**src/bpc_pkg.sv**
```systemverilog
// Constants, offsets and field layout for the buck pair configuration registers
package bpc_pkg;
    // ==========================================================
    // Bus shape
    localparam int ADDR_W = 9;
    localparam int DATA_W = 32;
    localparam int IDX_W = 7;
    localparam int NCHAN = 2;
    // ==========================================================
    // Register indices (byte address is four times the index)
    localparam logic [IDX_W-1:0] IDX_CHAN_A_NORMAL_SETPOINT = 7'h3C;
    localparam logic [IDX_W-1:0] IDX_CHAN_A_STANDBY_SETPOINT = 7'h3D;
    localparam logic [IDX_W-1:0] IDX_CHAN_A_SLEEP_SETPOINT = 7'h3E;
    localparam logic [IDX_W-1:0] IDX_CHAN_A_SWITCH_MODE = 7'h3F;
    localparam logic [IDX_W-1:0] IDX_CHAN_A_CONFIG = 7'h40;
    localparam logic [IDX_W-1:0] IDX_CHAN_B_NORMAL_SETPOINT = 7'h43;
    localparam logic [IDX_W-1:0] IDX_CHAN_B_STANDBY_SETPOINT = 7'h44;
    localparam logic [IDX_W-1:0] IDX_CHAN_B_SLEEP_SETPOINT = 7'h45;
    localparam logic [IDX_W-1:0] IDX_CHAN_B_SWITCH_MODE = 7'h46;
    localparam logic [IDX_W-1:0] IDX_CHAN_B_CONFIG = 7'h47;
    // Offsets inside one channel's group
    localparam logic [IDX_W-1:0] OFF_NORMAL = 7'h00;
    localparam logic [IDX_W-1:0] OFF_STANDBY = 7'h01;
    localparam logic [IDX_W-1:0] OFF_SLEEP = 7'h02;
    localparam logic [IDX_W-1:0] OFF_MODE = 7'h03;
    localparam logic [IDX_W-1:0] OFF_CONFIG = 7'h04;
    localparam logic [IDX_W-1:0] GROUP_SIZE = 7'h05;
    // ==========================================================
    // Field positions and widths
    localparam int LEVEL_LSB = 0;
    localparam int LEVEL_W = 6;
    localparam int RANGE_BIT = 6;
    localparam int MODE_LSB = 0;
    localparam int MODE_W = 4;
    localparam int SLEEP_STATE_BIT = 5;
    localparam int ILIM_BIT = 0;
    localparam int FREQ_LSB = 2;
    localparam int PHASE_LSB = 4;
    localparam int SLEW_LSB = 6;
    localparam int SEL_W = 2;
    // ==========================================================
    // Reset values
    localparam logic [LEVEL_W-1:0] LEVEL_RST = 6'h00;
    localparam logic RANGE_RST = 1'b0;
    localparam logic [MODE_W-1:0] MODE_RST = 4'h0;
    localparam logic SLEEP_STATE_RST = 1'b0;
    localparam logic [7:0] CONFIG_RST = 8'h00;
    // ==========================================================
    // Power states and set-point mapping in millivolts
    localparam logic [1:0] PSTATE_NORMAL = 2'h0;
    localparam logic [1:0] PSTATE_STANDBY = 2'h1;
    localparam logic [1:0] PSTATE_SLEEP = 2'h2;
    localparam int MV_W = 12;
    localparam logic [MV_W-1:0] LOW_BASE_MV = 12'h190;
    localparam logic [MV_W-1:0] LOW_STEP_MV = 12'h019;
    localparam logic [MV_W-1:0] HIGH_BASE_MV = 12'h320;
    localparam logic [MV_W-1:0] HIGH_STEP_MV = 12'h032;
    localparam logic [LEVEL_W-1:0] HIGH_MAX_LEVEL = 6'h32;
endpackage

```
**src/bpc_regs.sv**
```systemverilog
// Register bank and set-point selection for a pair of buck channels
`timescale 1ns/1ps

module bpc_regs (
    input wire logic CORE_CLK,
    input wire logic ARST_N,
    input wire logic [bpc_pkg::ADDR_W-1:0] AVS_ADDRESS,
    input wire logic AVS_READ,
    input wire logic AVS_WRITE,
    input wire logic [bpc_pkg::DATA_W-1:0] AVS_WRITEDATA,
    input wire logic [3:0] AVS_BYTEENABLE,
    output logic [bpc_pkg::DATA_W-1:0] AVS_READDATA,
    output logic AVS_WAITREQUEST,
    input wire logic CFG_LOAD,
    input wire logic [bpc_pkg::NCHAN-1:0] CFG_RANGE,
    input wire logic SINGLE_PHASE,
    input wire logic [1:0] PWR_STATE,
    output logic [bpc_pkg::NCHAN*7-1:0] CHAN_VCODE,
    output logic [bpc_pkg::NCHAN*bpc_pkg::MV_W-1:0] CHAN_VOUT_MV,
    output logic [bpc_pkg::NCHAN-1:0] CHAN_CODE_RSVD,
    output logic [bpc_pkg::NCHAN-1:0] CHAN_RUN,
    output logic [bpc_pkg::NCHAN-1:0] CHAN_PFM,
    output logic [bpc_pkg::NCHAN*bpc_pkg::MODE_W-1:0] CHAN_MODE,
    output logic [bpc_pkg::NCHAN-1:0] CHAN_ILIM_LOW,
    output logic [bpc_pkg::NCHAN*bpc_pkg::SEL_W-1:0] CHAN_FREQ,
    output logic [bpc_pkg::NCHAN*bpc_pkg::SEL_W-1:0] CHAN_PHASE,
    output logic [bpc_pkg::NCHAN*bpc_pkg::SEL_W-1:0] CHAN_SLEW
);
    import bpc_pkg::*;

    // ==========================================================
    // Bus handshake
    // Every access waits exactly one cycle so read data can come
    // from a flop without a combinational path from the address.
    logic wait_reg;
    logic wait_next;
    logic [DATA_W-1:0] rdata_reg;
    logic [DATA_W-1:0] rdata_next;

    wire req = AVS_READ | AVS_WRITE;
    wire accept = req & wait_reg;
    wire commit = req & ~wait_reg;
    wire aligned = (AVS_ADDRESS[1:0] == 2'b00);
    wire [IDX_W-1:0] idx = AVS_ADDRESS[ADDR_W-1:2];
    wire wr_fire = commit & AVS_WRITE & aligned & AVS_BYTEENABLE[0];
    wire [7:0] wbyte = AVS_WRITEDATA[7:0];

    assign wait_next = accept ? 1'b0 : 1'b1;

    // ==========================================================
    // Stored fields, one slot per channel
    logic [NCHAN-1:0][LEVEL_W-1:0] norm_reg;
    logic [NCHAN-1:0][LEVEL_W-1:0] stby_reg;
    logic [NCHAN-1:0][LEVEL_W-1:0] slp_reg;
    logic [NCHAN-1:0] range_reg;
    logic [NCHAN-1:0][MODE_W-1:0] mode_reg;
    logic [NCHAN-1:0] sleep_state_reg;
    logic [NCHAN-1:0][7:0] conf_reg;
    logic [NCHAN-1:0][7:0] rd_byte;
    logic [NCHAN-1:0] hit;

    localparam logic [IDX_W-1:0] GROUP_BASE [NCHAN] = '{
        IDX_CHAN_A_NORMAL_SETPOINT, IDX_CHAN_B_NORMAL_SETPOINT};

    genvar c;
    generate
        for (c = 0; c < NCHAN; c++) begin : g_chan
            // ==================================================
            // Address decode
            wire [IDX_W-1:0] off = idx - GROUP_BASE[c];
            wire in_grp = aligned & (idx >= GROUP_BASE[c]) & (off < GROUP_SIZE);
            wire we_norm = wr_fire & in_grp & (off == OFF_NORMAL);
            wire we_stby = wr_fire & in_grp & (off == OFF_STANDBY);
            wire we_slp = wr_fire & in_grp & (off == OFF_SLEEP);
            wire we_mode = wr_fire & in_grp & (off == OFF_MODE);
            wire we_conf = wr_fire & in_grp & (off == OFF_CONFIG);

            assign hit[c] = in_grp;

            // ==================================================
            // Read-back, unused bits forced low except config bit 1
            wire [7:0] rd_norm = {1'b0, range_reg[c], norm_reg[c]};
            wire [7:0] rd_stby = {1'b0, range_reg[c], stby_reg[c]};
            wire [7:0] rd_slp = {1'b0, range_reg[c], slp_reg[c]};
            wire [7:0] rd_mode = {2'b00, sleep_state_reg[c], 1'b0, mode_reg[c]};
            assign rd_byte[c] = ~in_grp ? 8'h00 :
                (off == OFF_NORMAL) ? rd_norm :
                (off == OFF_STANDBY) ? rd_stby :
                (off == OFF_SLEEP) ? rd_slp :
                (off == OFF_MODE) ? rd_mode : conf_reg[c];

            // ==================================================
            // Set-point levels; bit 6 of a write is dropped
            always_ff @(posedge CORE_CLK or negedge ARST_N) begin
                if (!ARST_N) begin
                    norm_reg[c] <= LEVEL_RST;
                end else if (we_norm) begin
                    norm_reg[c] <= wbyte[LEVEL_LSB +: LEVEL_W];
                end
            end

            always_ff @(posedge CORE_CLK or negedge ARST_N) begin
                if (!ARST_N) begin
                    stby_reg[c] <= LEVEL_RST;
                end else if (we_stby) begin
                    stby_reg[c] <= wbyte[LEVEL_LSB +: LEVEL_W];
                end
            end

            always_ff @(posedge CORE_CLK or negedge ARST_N) begin
                if (!ARST_N) begin
                    slp_reg[c] <= LEVEL_RST;
                end else if (we_slp) begin
                    slp_reg[c] <= wbyte[LEVEL_LSB +: LEVEL_W];
                end
            end

            // Range bit: only the configuration strobe moves it
            always_ff @(posedge CORE_CLK or negedge ARST_N) begin
                if (!ARST_N) begin
                    range_reg[c] <= RANGE_RST;
                end else if (CFG_LOAD) begin
                    range_reg[c] <= CFG_RANGE[c];
                end
            end

            // ==================================================
            // Switching mode and sleep behaviour
            always_ff @(posedge CORE_CLK or negedge ARST_N) begin
                if (!ARST_N) begin
                    mode_reg[c] <= MODE_RST;
                    sleep_state_reg[c] <= SLEEP_STATE_RST;
                end else if (we_mode) begin
                    mode_reg[c] <= wbyte[MODE_LSB +: MODE_W];
                    sleep_state_reg[c] <= wbyte[SLEEP_STATE_BIT];
                end
            end

            // Whole byte kept, bit 1 included, since it reads back as written
            always_ff @(posedge CORE_CLK or negedge ARST_N) begin
                if (!ARST_N) begin
                    conf_reg[c] <= CONFIG_RST;
                end else if (we_conf) begin
                    conf_reg[c] <= wbyte;
                end
            end

            // ==================================================
            // Effective settings driven to the power stage
            // In single-phase operation channel B follows channel A.
            wire [0:0] gov = (c == 1 && SINGLE_PHASE) ? 1'b0 : 1'(c);
            wire in_sleep = (PWR_STATE == PSTATE_SLEEP);
            wire in_stby = (PWR_STATE == PSTATE_STANDBY);
            wire [LEVEL_W-1:0] level = in_sleep ? slp_reg[gov] :
                in_stby ? stby_reg[gov] : norm_reg[gov];
            wire hi_rng = range_reg[gov];
            wire [MV_W-1:0] lvl_w = {{(MV_W-LEVEL_W){1'b0}}, level};
            wire [MV_W-1:0] mv_low = MV_W'(LOW_BASE_MV + LOW_STEP_MV * lvl_w);
            wire [MV_W-1:0] mv_high = MV_W'(HIGH_BASE_MV + HIGH_STEP_MV * lvl_w);
            wire [MV_W-1:0] mv = hi_rng ? mv_high : mv_low;
            wire rsvd = hi_rng & (level > HIGH_MAX_LEVEL);
            wire sleep_pfm = sleep_state_reg[gov];
            wire [7:0] conf = conf_reg[gov];

            always_ff @(posedge CORE_CLK or negedge ARST_N) begin
                if (!ARST_N) begin
                    CHAN_VCODE[c*7 +: 7] <= 7'h00;
                    CHAN_VOUT_MV[c*MV_W +: MV_W] <= LOW_BASE_MV;
                    CHAN_CODE_RSVD[c] <= 1'b0;
                end else begin
                    CHAN_VCODE[c*7 +: 7] <= {hi_rng, level};
                    CHAN_VOUT_MV[c*MV_W +: MV_W] <= mv;
                    CHAN_CODE_RSVD[c] <= rsvd;
                end
            end

            // Sleep with the state bit clear shuts the channel down
            always_ff @(posedge CORE_CLK or negedge ARST_N) begin
                if (!ARST_N) begin
                    CHAN_RUN[c] <= 1'b1;
                    CHAN_PFM[c] <= 1'b0;
                    CHAN_MODE[c*MODE_W +: MODE_W] <= MODE_RST;
                end else begin
                    CHAN_RUN[c] <= ~in_sleep | sleep_pfm;
                    CHAN_PFM[c] <= in_sleep & sleep_pfm;
                    CHAN_MODE[c*MODE_W +: MODE_W] <= mode_reg[gov];
                end
            end

            always_ff @(posedge CORE_CLK or negedge ARST_N) begin
                if (!ARST_N) begin
                    CHAN_ILIM_LOW[c] <= 1'b0;
                    CHAN_FREQ[c*SEL_W +: SEL_W] <= 2'h0;
                    CHAN_PHASE[c*SEL_W +: SEL_W] <= 2'h0;
                    CHAN_SLEW[c*SEL_W +: SEL_W] <= 2'h0;
                end else begin
                    CHAN_ILIM_LOW[c] <= conf[ILIM_BIT];
                    CHAN_FREQ[c*SEL_W +: SEL_W] <= conf[FREQ_LSB +: SEL_W];
                    CHAN_PHASE[c*SEL_W +: SEL_W] <= conf[PHASE_LSB +: SEL_W];
                    CHAN_SLEW[c*SEL_W +: SEL_W] <= conf[SLEW_LSB +: SEL_W];
                end
            end
        end
    endgenerate

    // ==========================================================
    // Read data: unmapped or misaligned reads answer zero
    wire [7:0] rd_any = rd_byte[0] | rd_byte[1];
    assign rdata_next = (accept & AVS_READ) ? {24'h000000, rd_any} : rdata_reg;

    always_ff @(posedge CORE_CLK or negedge ARST_N) begin
        if (!ARST_N) begin
            wait_reg <= 1'b1;
            rdata_reg <= 32'h00000000;
        end else begin
            wait_reg <= wait_next;
            rdata_reg <= rdata_next;
        end
    end

    assign AVS_WAITREQUEST = wait_reg;
    assign AVS_READDATA = rdata_reg;
endmodule // bpc_regs

```
**config.mk**
```make
export PLATFORM = sky130hd
export DESIGN_NAME = bpc_regs
export DESIGN_NICKNAME = d
export VERILOG_FILES = /design/src/bpc_pkg.sv /design/src/bpc_regs.sv
export SDC_FILE = /design/constraint.sdc
export NUM_CORES = 1
export LEC_CHECK = 0
export BUFFER_PORTS_ARGS = -buffer_cell sky130_fd_sc_hd__clkbuf_2
export CORE_ASPECT_RATIO = 0.5
export CORE_UTILIZATION = 60
export CTS_BUF_LIST = sky130_fd_sc_hd__clkbuf_16
export DETAILED_ROUTE_END_ITERATION = 8
export PLACE_DENSITY = 0.9
export SETUP_SLACK_MARGIN = 0.05
export SLEW_MARGIN = 20
export SYNTH_ARGS = -nofsm -noshare
export SYNTH_HDL_FRONTEND = slang
export SYNTH_SLANG_ARGS = --single-unit
```
**constraint.sdc**
```tcl
create_clock -name CORE_CLK -period 10.2 [get_ports CORE_CLK]
set_input_delay 1.02 -clock CORE_CLK [delete_from_list [all_inputs] [get_ports CORE_CLK]]
set_output_delay 1.02 -clock CORE_CLK [all_outputs]
set_load 0.02 [all_outputs]
```
==> results.sh <==
export IMPL_nets=1012
export IMPL_setup_viol=0
export IMPL_period_needed_ps=5810
export IMPL_synth_largest_area_cell="dfrtp_1"
export IMPL_p_comb_share_pct=24.6
export IMPL_cts_max_level=4
export IMPL_antenna_found_initial=0
export IMPL_path_class="in -> reg"
export IMPL_dr_total_vias=6700
export IMPL_largest_reg_flops=24
export IMPL_syn_area_um2=8370
export IMPL_grt_ovfl_total=0
export IMPL_grt_pass1_wl_um=34700
export IMPL_dieWidth_um=169
export IMPL_max_freq_ghz=0.172
export IMPL_ys_types=71
export IMPL_rsz0062_at_grt="false"
export IMPL_max_slew_margin_rel_pct=31.5
export IMPL_wl_met3_um=2040
export IMPL_leakage_nw=4.89
export IMPL_gp_congestion=0.971
export IMPL_clock_sinks=139
export IMPL_cts_tree="built"
export IMPL_post_cts_resized=0
export IMPL_switching_share_pct=31.5
export IMPL_cp_max_fo=14
export IMPL_fp_row_count=30
export IMPL_power_total_mw=1.63
export IMPL_remaining_drc_errors=0
export IMPL_drt_pre_antenna_iters=5
export IMPL_worstPathRequired_ps=10520
export IMPL_diodes=0
export IMPL_io_pins=154
export IMPL_drive_above_1_share_pct=25.7
export IMPL_critPathCaptureType="flop"
export IMPL_fin_hold_ws_ps=441
export IMPL_ys_ff_latch=139
export IMPL_fin_ws_ps=4390
export IMPL_finalClockSkew_ps=8.23
export IMPL_wl_met1_um=9120
export IMPL_pwr_share_seq_pct=37.6
export IMPL_status="finished, final reports clean"
export IMPL_tns_ps=0
export IMPL_yosysWarnings=0
export IMPL_postCtsHoldBufs=0
export IMPL_clockRootBuffer="clkbuf_16"
export IMPL_wl_met2_um=9970
export IMPL_grt_usage_pct=31.7
export IMPL_die_y_um=85.5
export IMPL_grt_max_degree=86
export IMPL_hold_path_class="reg -> reg"
export IMPL_insertion_delay_ps=430
export IMPL_core_um2=13600
export IMPL_synth_main_ff_cell="dfrtp_1"
export IMPL_drt_iter0_drc=906
export IMPL_grt_pass1_vias=6504
export IMPL_crit_arrival_ps=6130
export IMPL_p_per_area_nw_per_um2=172
export IMPL_place_ws_ps=4150
export IMPL_clk_pin_slew_ps=60
export IMPL_routedWlPerCell_um=20.4
export IMPL_start_util_pct=61.6
export IMPL_dpl_hpwl_um=14900
export IMPL_synthArstFlopShare_pct=100
export IMPL_via_per_inst=6.20
export IMPL_clockPowerShare_pct=37.8
export IMPL_worstMarginPinSlew_ps=1020
export IMPL_synth_avg_cell_area_um2=10.6
export IMPL_fin_crit_sh_pct=57.0
export IMPL_numCtsBuffers=17
export IMPL_drv_slew=0
export IMPL_ir_worst_vdd_uv=139
export IMPL_cell_internal_pwr_mw=1.12
export IMPL_antenna_left=0
export IMPL_synth_edf_count=0
export IMPL_power_switching_mw=0.514
export IMPL_finalHoldViolCount=0
export IMPL_critPathLaunchType="primary input"
export IMPL_cts_buffer_depth=2
export IMPL_yosysSeqAreaShare_pct=41.7
export IMPL_wl_um=22000
export IMPL_ys_top_cells_by_area="dfrtp_1 (39%), ha_1 (12%), mux2_2 (9.4%), dfstp_2 (2.8%), a21oi_1 (2.5%)"
export IMPL_die_area_um2=14500
export IMPL_port_buffers=102
export IMPL_synth_top_cell_area_share_pct=38.9
export IMPL_top_layer="met4"
export IMPL_syn2layout_area_growth_pct=13.5
export IMPL_syn_inst=786
export IMPL_cts_setup_buffers=0
export IMPL_maxCapViolations=0
==> critical path, stage by stage <==
cell and delay, ps:
clkbuf_2 280, nand2b_1 470, nand2_1 350, o21a_1 370, a21oi_1 460, inv_1 170
ha_1 310, ha_1 290, ha_1 320, fa_1 470, a21o_1 210, a21oi_1 260
xor2_1 470, a31oi_1 160, mux2_2 290, a32o_1 200
==> Yosys cell counts, types with 7 or more instances <==
master,instances
a211oi_1,17
a21o_1,10
a21oi_1,42
a31oi_1,9
buf_1,8
buf_4,25
clkbuf_1,19
dfrtp_1,130
dfstp_2,9
ha_1,79
inv_1,48
mux2_2,70
mux2_4,8
mux2i_1,15
nand2_1,42
nand2b_1,8
nand4_1,7
nor2_1,44
nor2b_1,9
nor3_1,10
o211ai_1,9
o21ai_0,27
xnor2_1,15
xor2_1,12
==> worst paths after layout <==
path	startpoint	to	slack, ps	depth (start not counted)
hold / removal	conf_reg[3]	CHAN_FREQ[1]	440	0
setup reg to reg	g_chan[0].rd_norm[1]	CHAN_VOUT_MV[23]	5360	15
max in group asynchronous	ARST_N	CHAN_VCODE[13]	8370	2
hold reg to reg	conf_reg[3]	CHAN_FREQ[1]	440	0
setup / recovery	PWR_STATE[0]	CHAN_VOUT_MV[23]	4390	16
min in group asynchronous	ARST_N	CHAN_VOUT_MV[3]	640	1
==> area by class of cell <==
cell class / count / area (µm²)
sequential: 139 / 3490
clock buffer: 17 / 425
tap: 192 / 240
inverter: 49 / 184
clock inverter: 15 / 159
timing repair buffer: 106 / 547
fill: 943 / 4090
multi-input combinational: 562 / 4450
==> placed cells by master (no fill, tap or decap), drive strengths merged, types with 10 or more instances in the layout <==
cell      n
dfrtp   130
conb     24
a21oi    42
clkbuf  118
nand2    42
a211oi   17
a21o     10
mux2i    15
inv      50
ha       79
mux2     78
xnor2    15
xor2     12
nor2     44
o21ai    30
nor3     11
==> through the flow <==
| step | area (µm²) | instances | util, % |
|---|---|---|---|
| 6_report | 9500 | 1080 | 69.9 |
| 5_1_grt | 9500 | 1080 | 69.9 |
| 4_1_cts | 9500 | 1080 | 69.9 |
| 3_5_place_dp | 8910 | 1048 | 65.6 |
| 3_3_place_gp | 8910 | 1048 | 65.6 |
| 2_1_floorplan | 8460 | 809 | - |
==> kinds of logic after synthesis <==
logic type               after synthesis  share of synthesized area [%]
AO/OA/AOI/OAI                        175                           14.1
AND/OR/NAND/NOR                      161                           10.0
flip-flops                           139                           41.7
buffers and inverters                108                           6.14
multiplexers                          93                           12.6
adder cells (fa/ha/maj)               82                           12.5
XOR/XNOR                              27                           2.83
other                                  1                         0.0448
==> routing by layer <==
metal	global-route usage, %	vias to the layer above
met5	0	-
met4	14.5	0
met3	9.41	109
met2	49.2	415
met1	41.6	3218
li1	-	2958
==> power groups by stage <==
stage	logic, mW	clock network, mW	registers, mW
detailed placement	0.386	0	0.621
global route	0.438	0.646	0.616
CTS	0.396	0.619	0.613
finish	0.400	0.617	0.613
floorplan	0.227	0	0.671
global placement	0.370	0	0.621
(Power assumes the default switching activity.)
